File: config.mk
export PLATFORM = sky130hd
export DESIGN_NAME = dofs_top
export DESIGN_NICKNAME = d
export VERILOG_FILES = /design/src/common/dofs_pkg.sv /design/src/logic/dofs_top.sv
export SDC_FILE = /design/constraint.sdc
export NUM_CORES = 1
export LEC_CHECK = 0
export BUFFER_PORTS_ARGS = -buffer_cell sky130_fd_sc_hd__buf_2
export CAP_MARGIN = 40
export CORE_UTILIZATION = 40
export DETAILED_ROUTE_END_ITERATION = 12
export PLACE_DENSITY = 0.64
export RECOVER_POWER = 100
export SYNTH_ARGS = -nofsm -noshare
export SYNTH_HDL_FRONTEND = slang
export SYNTH_SLANG_ARGS = --single-unit
export TNS_END_PERCENT = 1
File: constraint.sdc
create_clock -name pclk -period 3.59 [get_ports pclk]
set_input_delay 0.359 -clock pclk [delete_from_list [all_inputs] [get_ports pclk]]
set_output_delay 0.359 -clock pclk [all_outputs]
set_load 0.1 [all_outputs]
File: src/common/dofs_pkg.sv
// Purpose: shared constants and state type of the digital output selector
// Assumes: 10 MHz pclk, apb register access
// Notes:   selection codes are 6 bits, 64 entries
`default_nettype none
package dofs_pkg;

    // ---------------------------------------------------------------
    // clock and timing
    // ---------------------------------------------------------------
    localparam int CLK_KHZ       = 10000;
    localparam int TICK_TIME_MS  = 1;
    localparam int TICK_CYCLES   = TICK_TIME_MS * CLK_KHZ;
    localparam int INDEX_HOLD_MS = 10;
    localparam int INDEX_CYCLES  = INDEX_HOLD_MS * CLK_KHZ;

    // ---------------------------------------------------------------
    // register byte offsets
    // ---------------------------------------------------------------
    localparam logic [7:0] ADDR_SEL_RELAY_A = 8'h00;
    localparam logic [7:0] ADDR_SEL_RELAY_B = 8'h04;
    localparam logic [7:0] ADDR_SEL_TRANS   = 8'h08;
    localparam logic [7:0] ADDR_SEL_FAST    = 8'h0c;
    localparam logic [7:0] ADDR_CTRL        = 8'h10;
    localparam logic [7:0] ADDR_VIRT        = 8'h14;
    localparam logic [7:0] ADDR_ALARM_OV    = 8'h18;
    localparam logic [7:0] ADDR_ALARM_UN    = 8'h1c;
    localparam logic [7:0] ADDR_STATUS      = 8'h20;

    // ---------------------------------------------------------------
    // field positions and reset values
    // ---------------------------------------------------------------
    localparam int TERM_RELAY_A = 0;
    localparam int TERM_RELAY_B = 1;
    localparam int TERM_TRANS   = 2;
    localparam int TERM_FAST    = 3;
    localparam int CTRL_FAST_DIGITAL = 0;
    localparam int ST_OV_ALARM   = 8;
    localparam int ST_UN_ALARM   = 9;
    localparam int ST_INDEX_ACT  = 10;
    localparam logic [5:0] RST_SEL_RELAY_A = 6'h01;
    localparam logic [5:0] RST_SEL_RELAY_B = 6'h05;
    localparam logic [5:0] RST_SEL_TRANS   = 6'h00;
    localparam logic [5:0] RST_SEL_FAST    = 6'h00;

    // ---------------------------------------------------------------
    // selection codes
    // ---------------------------------------------------------------
    localparam int C_RUN = 1, C_FWD = 2, C_REV = 3, C_JOG = 4, C_FAULT = 5;
    localparam int C_FLD_A = 6, C_FLD_B = 7, C_FREACH = 8, C_ZERO = 9;
    localparam int C_UPPER = 10, C_LOWER = 11, C_READY = 12, C_PREEX = 13;
    localparam int C_OVLD = 14, C_UNLD = 15, C_STAGE = 16, C_CYCLE = 17;
    localparam int C_VIRT0 = 23, C_VIRT1 = 24, C_VIRT2 = 25, C_DCBUS = 26;
    localparam int C_INDEX = 27, C_SUPER = 28, C_STO = 29, C_POS = 30;
    localparam int C_SPZERO = 31, C_SPDIV = 32, C_SPLIM = 33, C_VIRT3 = 34;
    localparam int C_MODESW = 36;

    typedef struct packed {
        logic [3:0][5:0] sel;
        logic            fast_digital;
        logic [15:0]     virt;
        logic [15:0]     ov_time;
        logic [15:0]     un_time;
        logic [15:0]     tick_cnt;
        logic [15:0]     ov_cnt;
        logic [15:0]     un_cnt;
        logic            ov_alarm;
        logic            un_alarm;
        logic            idx_s1;
        logic            idx_s2;
        logic            idx_d;
        logic [19:0]     idx_cnt;
        logic [3:0]      outs;
        logic            pready;
        logic            pslverr;
        logic [31:0]     prdata;
    } dofs_state_t;

endpackage

`default_nettype wire

File: src/logic/dofs_top.sv
// Purpose: routes drive status conditions to four output terminals
// Assumes: status inputs come from logic on pclk, index pulse from a pin
// Notes:   registers over apb, one wait state on every transfer
`timescale 1ns/1ps
`default_nettype none

module dofs_top #(
    parameter int TICK_CYCLES  = dofs_pkg::TICK_CYCLES,
    parameter int INDEX_CYCLES = dofs_pkg::INDEX_CYCLES
) (
    input  wire logic        pclk,
    input  wire logic        presetn,
    input  wire logic        psel,
    input  wire logic        penable,
    input  wire logic        pwrite,
    input  wire logic [7:0]  paddr,
    input  wire logic [31:0] pwdata,
    output var  logic [31:0] prdata,
    output var  logic        pready,
    output var  logic        pslverr,
    input  wire logic        running,
    input  wire logic        forward,
    input  wire logic        reverse,
    input  wire logic        jogging,
    input  wire logic        freq_present,
    input  wire logic        drive_fault,
    input  wire logic        freq_level_detect_a,
    input  wire logic        freq_level_detect_b,
    input  wire logic        freq_reached,
    input  wire logic        out_freq_zero,
    input  wire logic        ref_freq_zero,
    input  wire logic        at_upper_limit,
    input  wire logic        at_lower_limit,
    input  wire logic        main_power_ok,
    input  wire logic        ctrl_power_ok,
    input  wire logic        protection_active,
    input  wire logic        ready_to_run,
    input  wire logic        pre_exciting,
    input  wire logic        overload_over,
    input  wire logic        underload_over,
    input  wire logic        seq_stage_done,
    input  wire logic        seq_cycle_done,
    input  wire logic        dc_bus_ok,
    input  wire logic        index_pulse_in,
    input  wire logic        pulse_superpose,
    input  wire logic        safe_torque_off,
    input  wire logic        position_done,
    input  wire logic        spindle_zero_done,
    input  wire logic        spindle_div_done,
    input  wire logic        speed_limited,
    input  wire logic        mode_switch_done,
    input  wire logic        fast_pulse_src,
    output var  logic        relay_out_a,
    output var  logic        relay_out_b,
    output var  logic        trans_out,
    output var  logic        fast_pulse_out
);

    // ---------------------------------------------------------------
    // state
    // ---------------------------------------------------------------
    dofs_pkg::dofs_state_t s_r;
    dofs_pkg::dofs_state_t s_nxt;

    logic [63:0] cond;
    logic [3:0]  term_act;
    logic        tick;
    logic        idx_active;

    assign tick = (s_r.tick_cnt == 16'(TICK_CYCLES - 1));
    assign idx_active = (s_r.idx_cnt != 20'h00000);

    // ---------------------------------------------------------------
    // condition vector, one bit per selection code
    // ---------------------------------------------------------------
    // unlisted bits stay zero so reserved codes read as no function
    always_comb begin
        cond = 64'h0;
        cond[dofs_pkg::C_RUN]    = running & freq_present;
        cond[dofs_pkg::C_FWD]    = running & forward & freq_present;
        cond[dofs_pkg::C_REV]    = running & reverse & freq_present;
        cond[dofs_pkg::C_JOG]    = jogging & freq_present;
        cond[dofs_pkg::C_FAULT]  = drive_fault;
        cond[dofs_pkg::C_FLD_A]  = freq_level_detect_a;
        cond[dofs_pkg::C_FLD_B]  = freq_level_detect_b;
        cond[dofs_pkg::C_FREACH] = freq_reached;
        cond[dofs_pkg::C_ZERO]   = running & out_freq_zero & ref_freq_zero;
        cond[dofs_pkg::C_UPPER]  = running & at_upper_limit;
        cond[dofs_pkg::C_LOWER]  = running & at_lower_limit;
        cond[dofs_pkg::C_READY]  = main_power_ok & ctrl_power_ok
                                 & ~protection_active & ready_to_run;
        cond[dofs_pkg::C_PREEX]  = pre_exciting;
        cond[dofs_pkg::C_OVLD]   = s_r.ov_alarm;
        cond[dofs_pkg::C_UNLD]   = s_r.un_alarm;
        cond[dofs_pkg::C_STAGE]  = seq_stage_done;
        cond[dofs_pkg::C_CYCLE]  = seq_cycle_done;
        cond[dofs_pkg::C_DCBUS]  = dc_bus_ok;
        cond[dofs_pkg::C_INDEX]  = idx_active;
        cond[dofs_pkg::C_SUPER]  = pulse_superpose;
        cond[dofs_pkg::C_STO]    = safe_torque_off;
        cond[dofs_pkg::C_POS]    = position_done;
        cond[dofs_pkg::C_SPZERO] = spindle_zero_done;
        cond[dofs_pkg::C_SPDIV]  = spindle_div_done;
        cond[dofs_pkg::C_SPLIM]  = speed_limited;
        cond[dofs_pkg::C_MODESW] = mode_switch_done;
    end

    // ---------------------------------------------------------------
    // per-terminal selection
    // ---------------------------------------------------------------
    // each terminal picks its own bit, so shared codes just fan out;
    // virtual bits are per terminal, nibble per communication source
    genvar gi;
    generate
        for (gi = 0; gi < 4; gi++) begin : g_term
            logic [5:0] code;
            logic       virt_hit;
            assign code = s_r.sel[gi];
            always_comb begin
                case (code)
                    6'(dofs_pkg::C_VIRT0): virt_hit = s_r.virt[gi];
                    6'(dofs_pkg::C_VIRT1): virt_hit = s_r.virt[4 + gi];
                    6'(dofs_pkg::C_VIRT2): virt_hit = s_r.virt[8 + gi];
                    6'(dofs_pkg::C_VIRT3): virt_hit = s_r.virt[12 + gi];
                    default: virt_hit = 1'b0;
                endcase
            end
            assign term_act[gi] = cond[code] | virt_hit;
        end
    endgenerate

    // ---------------------------------------------------------------
    // next state
    // ---------------------------------------------------------------
    always_comb begin
        s_nxt = s_r;

        // 1 ms tick for the pre-alarm timers
        if (tick) begin
            s_nxt.tick_cnt = 16'h0000;
        end else begin
            s_nxt.tick_cnt = s_r.tick_cnt + 16'h0001;
        end

        // pre-alarm: count whole ms while over threshold, drop at once
        if (!overload_over) begin
            s_nxt.ov_cnt   = 16'h0000;
            s_nxt.ov_alarm = 1'b0;
        end else if (s_r.ov_cnt >= s_r.ov_time) begin
            s_nxt.ov_alarm = 1'b1;
        end else if (tick) begin
            s_nxt.ov_cnt = s_r.ov_cnt + 16'h0001;
        end
        if (!underload_over) begin
            s_nxt.un_cnt   = 16'h0000;
            s_nxt.un_alarm = 1'b0;
        end else if (s_r.un_cnt >= s_r.un_time) begin
            s_nxt.un_alarm = 1'b1;
        end else if (tick) begin
            s_nxt.un_cnt = s_r.un_cnt + 16'h0001;
        end

        // index pulse comes from a pin: sync first, edge on second stage
        s_nxt.idx_s1 = index_pulse_in;
        s_nxt.idx_s2 = s_r.idx_s1;
        s_nxt.idx_d  = s_r.idx_s2;
        // a new pulse restarts the hold window rather than extending it
        if (s_r.idx_s2 && !s_r.idx_d) begin
            s_nxt.idx_cnt = 20'(INDEX_CYCLES);
        end else if (idx_active) begin
            s_nxt.idx_cnt = s_r.idx_cnt - 20'h00001;
        end

        // terminals
        s_nxt.outs[dofs_pkg::TERM_RELAY_A] = term_act[dofs_pkg::TERM_RELAY_A];
        s_nxt.outs[dofs_pkg::TERM_RELAY_B] = term_act[dofs_pkg::TERM_RELAY_B];
        s_nxt.outs[dofs_pkg::TERM_TRANS]   = term_act[dofs_pkg::TERM_TRANS];
        if (s_r.fast_digital) begin
            s_nxt.outs[dofs_pkg::TERM_FAST] = term_act[dofs_pkg::TERM_FAST];
        end else begin
            s_nxt.outs[dofs_pkg::TERM_FAST] = fast_pulse_src;
        end

        // apb: one wait state, write and read data at the pready edge
        s_nxt.pready  = 1'b0;
        s_nxt.pslverr = 1'b0;
        if (psel && penable && !s_r.pready) begin
            s_nxt.pready = 1'b1;
            s_nxt.prdata = 32'h0;
            case (paddr)
                dofs_pkg::ADDR_SEL_RELAY_A: s_nxt.prdata[5:0] = s_r.sel[0];
                dofs_pkg::ADDR_SEL_RELAY_B: s_nxt.prdata[5:0] = s_r.sel[1];
                dofs_pkg::ADDR_SEL_TRANS:   s_nxt.prdata[5:0] = s_r.sel[2];
                dofs_pkg::ADDR_SEL_FAST:    s_nxt.prdata[5:0] = s_r.sel[3];
                dofs_pkg::ADDR_CTRL:
                    s_nxt.prdata[dofs_pkg::CTRL_FAST_DIGITAL] = s_r.fast_digital;
                dofs_pkg::ADDR_VIRT:        s_nxt.prdata[15:0] = s_r.virt;
                dofs_pkg::ADDR_ALARM_OV:    s_nxt.prdata[15:0] = s_r.ov_time;
                dofs_pkg::ADDR_ALARM_UN:    s_nxt.prdata[15:0] = s_r.un_time;
                dofs_pkg::ADDR_STATUS: begin
                    s_nxt.prdata[3:0] = s_r.outs;
                    s_nxt.prdata[dofs_pkg::ST_OV_ALARM]  = s_r.ov_alarm;
                    s_nxt.prdata[dofs_pkg::ST_UN_ALARM]  = s_r.un_alarm;
                    s_nxt.prdata[dofs_pkg::ST_INDEX_ACT] = idx_active;
                    s_nxt.pslverr = pwrite;
                end
                default: s_nxt.pslverr = 1'b1;
            endcase
        end
        if (psel && penable && s_r.pready && pwrite && !s_r.pslverr) begin
            case (paddr)
                dofs_pkg::ADDR_SEL_RELAY_A: s_nxt.sel[0] = pwdata[5:0];
                dofs_pkg::ADDR_SEL_RELAY_B: s_nxt.sel[1] = pwdata[5:0];
                dofs_pkg::ADDR_SEL_TRANS:   s_nxt.sel[2] = pwdata[5:0];
                dofs_pkg::ADDR_SEL_FAST:    s_nxt.sel[3] = pwdata[5:0];
                dofs_pkg::ADDR_CTRL:
                    s_nxt.fast_digital = pwdata[dofs_pkg::CTRL_FAST_DIGITAL];
                dofs_pkg::ADDR_VIRT:        s_nxt.virt = pwdata[15:0];
                dofs_pkg::ADDR_ALARM_OV:    s_nxt.ov_time = pwdata[15:0];
                dofs_pkg::ADDR_ALARM_UN:    s_nxt.un_time = pwdata[15:0];
                default: ;
            endcase
        end
    end

    // ---------------------------------------------------------------
    // registers
    // ---------------------------------------------------------------
    always_ff @(posedge pclk or negedge presetn) begin
        if (!presetn) begin
            s_r        <= '0;
            s_r.sel[0] <= dofs_pkg::RST_SEL_RELAY_A;
            s_r.sel[1] <= dofs_pkg::RST_SEL_RELAY_B;
            s_r.sel[2] <= dofs_pkg::RST_SEL_TRANS;
            s_r.sel[3] <= dofs_pkg::RST_SEL_FAST;
        end else begin
            s_r <= s_nxt;
        end
    end

    assign prdata         = s_r.prdata;
    assign pready         = s_r.pready;
    assign pslverr        = s_r.pslverr;
    assign relay_out_a    = s_r.outs[dofs_pkg::TERM_RELAY_A];
    assign relay_out_b    = s_r.outs[dofs_pkg::TERM_RELAY_B];
    assign trans_out      = s_r.outs[dofs_pkg::TERM_TRANS];
    assign fast_pulse_out = s_r.outs[dofs_pkg::TERM_FAST];

endmodule

`default_nettype wire

==> out/summary.log <==
qor: outcome.run_status finished with violations
qor: outcome.failed_checks capacitance limit, slew limit
qor: clock_network.clock_sink_count 168
qor: synth.synth.most_common_cell dfrtp_1
qor: synth.total_standard_cell_area_after_synthesis 9910 sq um
qor: power.vdd_ir_drop_max 343 uV
qor: clock_network.cts_inserted_buffers 17
qor: place.dp_hpwl 17.6 mm
qor: grt.grt_util_met1 27.9%
qor: sta.setup_total_negative_slack 0 ns
qor: grt.grt.busiest_layer met2
qor: floorplanning.ios 115
qor: sta.fmaxAchievable 0.339 GHz
qor: finish.finalCoreUtilization 45.2%
qor: critical_path.cp-endpoint s_r[45]$_DFFE_PN0P_
qor: critical_path.critPathBufInv 0
qor: sta.slew_headroom -52.3%
qor: synth.synth.yosys.warnings 0
qor: synth.proportion_of_synthesized_chip_area_in_sequential_cells 42.4%
qor: floorplanning.floorplan.initialDensity 40.8%
qor: critical_path.critPathMostFrequentCell or3_1
qor: detailed_routing.detail-route-antenna-nets 0
qor: synth.synth-main-ff-cell dfrtp_1
qor: finish.fraction_of_layout_instances_using_a_drive_strength_above_1 19.5%
qor: grt.via_count_of_the_first_global_routing_pass 7287
qor: synth.ys_async_sr_fraction 100%
qor: flow_run.max_cap_violations 1
qor: sta.clock-skew-final 0.0119 ns
qor: floorplanning.dieHeight 159 microns
qor: sta.final.setup.worst_slack 0.639 ns
qor: critical_path.worst_r2r_path_depth 6
qor: detailed_routing.total_length_of_routed_wires 24.5 mm
qor: finish.antenna-diode-count 0
qor: sta.layout_worst_path_cycle_share 82.2%
qor: grt.pin_count_of_the_biggest_net_entering_global_routing 89
qor: sta.maxSlewViolCount 88
qor: synth.netlist.top_cell.by_area dfrtp_1
qor: critical_path.worst_setup_path_startpoint s_r[42]$_DFFE_PN0P_
qor: sta.tightestPinTransition 2.28 ns
qor: critical_path.critPathKind reg -> reg
qor: critical_path.worst-path-stages 6
qor: clock_network.cts_hold_buf 0
qor: place.finalWeightedCongestion 0.960
qor: grt.grt_use_total 20.0%
qor: power.net-switching-power 1.16 mW
qor: power.clkPwrFrac 43.7%
qor: grt.number_of_antenna_violations_at_the_first_check_in_global_routing 1
qor: finish.layoutNonFillerInstCount 1377
qor: synth.number_of_enable_flip_flop_cells_after_synthesis 0
qor: detailed_routing.pre_repair_dr_iteration_count 5
qor: floorplanning.floorplan.rows 57
qor: critical_path.cp_data_required_time 3.89 ns
qor: clock_network.cts_setup_buffers 0
qor: power.netSwitchingFraction 26.7%
qor: sta.period_minus_slack 2.95 ns
qor: place.dpl.cell_count 1347
qor: synth.post_synth_inst_count 991
qor: synth.netlist.area_leader.share 41.7%
qor: place.pre_cts_slack 0.721 ns
qor: clock_network.cts-root-buf clkbuf_16
qor: detailed_routing.drc 0
qor: power.power.share.sequential 45.6%
qor: place.numPortBuffers 82
qor: sta.hold_violations 0
qor: finish.multi_input_gate_area 5140 sq um
qor: critical_path.critical_path.max_fanout 13
qor: sta.finalSetupViolCount 0
qor: grt.global_route_total_overflow 0
qor: synth.synthTopCellsByArea dfrtp_1 42%, mux2_2 9.2%, ha_1 4.7%, mux4_2 4.3%, o21ai_0 3.6%
qor: clock_network.clk_pin_slew 0.07 ns
qor: power.power.static_leakage 4.73 nW
qor: critical_path.max_stage_delay_on_crit_path 1.01 ns
qor: grt.grt_use_met3 3.10%
qor: finish.syn2layout_area_growth 10.9%
qor: power.p_int 3.19 mW
qor: finish.finish.net_count 1156
qor: sta.grt_setup_unrepaired no
qor: critical_path.path_cells or3_1 > or3_1 > o31ai_1 > nor4_1 > xnor2_1 > nand2_1
qor: synth.ys_types 64
qor: detailed_routing.via_count 7678
qor: grt.grt_pass1_wl 39.8 mm
qor: synth.synth-seq-cells 168
qor: detailed_routing.vias_cell 5.58
qor: synth.synth_area_per_cell 10.0 sq um
qor: power.combinationalPowerShare 10.7%
qor: clock_network.cts_resized 0
qor: critical_path.r2r-start s_r[42]$_DFFE_PN0P_
qor: finish.register_area 4210 sq um
qor: power.power_per_cell_area 396 nW/um^2
qor: detailed_routing.initialDrtViolationCount 726
qor: synth.synthTopCellsByCount 165 x dfrtp_1, 86 x nand2_1, 81 x mux2_2
qor: grt.grt.met2_usage 31.4%
qor: critical_path.cp-end-kind flip-flop
qor: critical_path.reg2reg_to s_r[45]$_DFFE_PN0P_
qor: floorplanning.floorplan.die.width 159 microns
qor: critical_path.cp_data_arrival_time 3.25 ns
qor: critical_path.crit_path_top_delay_cell o31ai_1
qor: clock_network.cts_tree done
qor: floorplanning.core_area 24300 sq um
qor: finish.layout.filler_cells 2311
qor: detailed_routing.routed_wire_length_per_instance 17.8 microns
qor: clock_network.cts.htree.levels 4
qor: clock_network.max-clock-path-buffers 2
qor: critical_path.crit_family simple AND/OR/NAND/NOR gates
qor: critical_path.timing.reg2reg.setup_slack 0.64 ns
qor: critical_path.worstSetupStartpointType flip-flop
qor: clock_network.clk_latency 0.43 ns
qor: min_path.min_path_type in -> reg
qor: floorplanning.design.die.area 25400 sq um
layer usage:
layer | part of all wire, % | routed length (microns)
met3 | 6.0 | 1480
met1 | 45 | 11100
met2 | 47 | 11400
met5 | 0.033 | 8
met4 | 2.0 | 479
cell usage in the layout, fill, tap and decap left out, types with 4 or more instances in the layout:
cell type,instances
a211oi_1,7
a21oi_1,47
a22o_1,8
a22oi_1,8
a31oi_1,8
a32oi_1,4
and2_1,4
and3_1,11
buf_2,58
buf_4,5
clkbuf_1,26
clkbuf_16,17
conb_1,16
dfrtp_1,165
ha_1,37
inv_1,47
inv_6,4
mux2_2,81
mux2i_1,19
mux4_2,19
nand2_1,86
nand2b_1,9
nand3_1,32
nand3b_1,6
nor2_1,63
nor2b_1,11
nor3_1,20
nor4_1,8
o2111ai_1,7
o211ai_1,14
o21ai_0,72
o31ai_1,6
or3_1,32
xnor2_1,26
xor2_1,10
power groups by stage:
stage / Sequential (mW) / Combinational (mW) / Clock [mW]
final: 1.98 / 0.465 / 1.90
after global placement: 2.02 / 0.472 / 0
after floorplan: 2.02 / 0.332 / 0
after global routing: 1.99 / 0.511 / 2.02
after CTS: 1.98 / 0.481 / 1.94
after detailed placement: 2.02 / 0.481 / 0
worst min-delay path by stage:
stage | start | end | cells after the start
detailed placement | s_nxt[59]$_DFF_PN0_ | s_nxt[58]$_DFF_PN0_ | 0
global placement | s_nxt[59]$_DFF_PN0_ | s_nxt[58]$_DFF_PN0_ | 0
global route | index_pulse_in | s_nxt[59]$_DFF_PN0_ | 1
CTS | presetn | s_r[53]$_DFFE_PN0P_ | 1
finish | index_pulse_in | s_nxt[59]$_DFF_PN0_ | 1
floorplan | presetn | cond[14]$_DFFE_PN0P_ | 0
metrics by stage:
step	power [mW]	hold WS (ns)	area, sq um
global route	4.52	0.0176	11000
floorplan	2.35	0.0634	9970
CTS	4.41	0.0214	11100
finish	4.35	0.0354	11000
global placement	2.49	0.334	10500
detailed placement	2.50	0.337	10500
cell type report:
cell class                 instances  area share [%]
sequential                       168            38.3
clock buffer                      18            3.99
tap                              324            3.69
timing repair buffer              93            4.19
inverter                          49            1.67
clock inverter                    12            1.50
multi-input combinational        713            46.7
cells by family (layout without fill, tap and decap cells):
logic type,after synthesis,after routing,share of synthesized area (%)
muxes,119,119,15.4
AOI/OAI and AO/OA,202,202,12.8
other,1,16,0.0378
adders and majority gates,37,37,4.67
buffers and inverters,125,172,5.98
DFF,168,168,42.4
xor gates and xnor gates,36,36,3.18
and+or+nand+nor,303,303,15.4
sequential cells by signal (all words and copies together), names as in the netlist:
register        flops
pready              1
relay_out_a         1
relay_out_b         1
g_term.code        24
trans_out           1
cond                2
s_nxt               2
prdata             16
fast_pulse_out      1
s_r               118
pslverr             1
worst register-to-register path: stages, from the launching register on:
cell	delay, ns
dfrtp_1	0.39
or3_1	0.57
or3_1	0.44
o31ai_1	1.01
nor4_1	0.14
xnor2_1	0.20
nand2_1	0.07
Note: power is estimated with default switching activity, not from simulation.
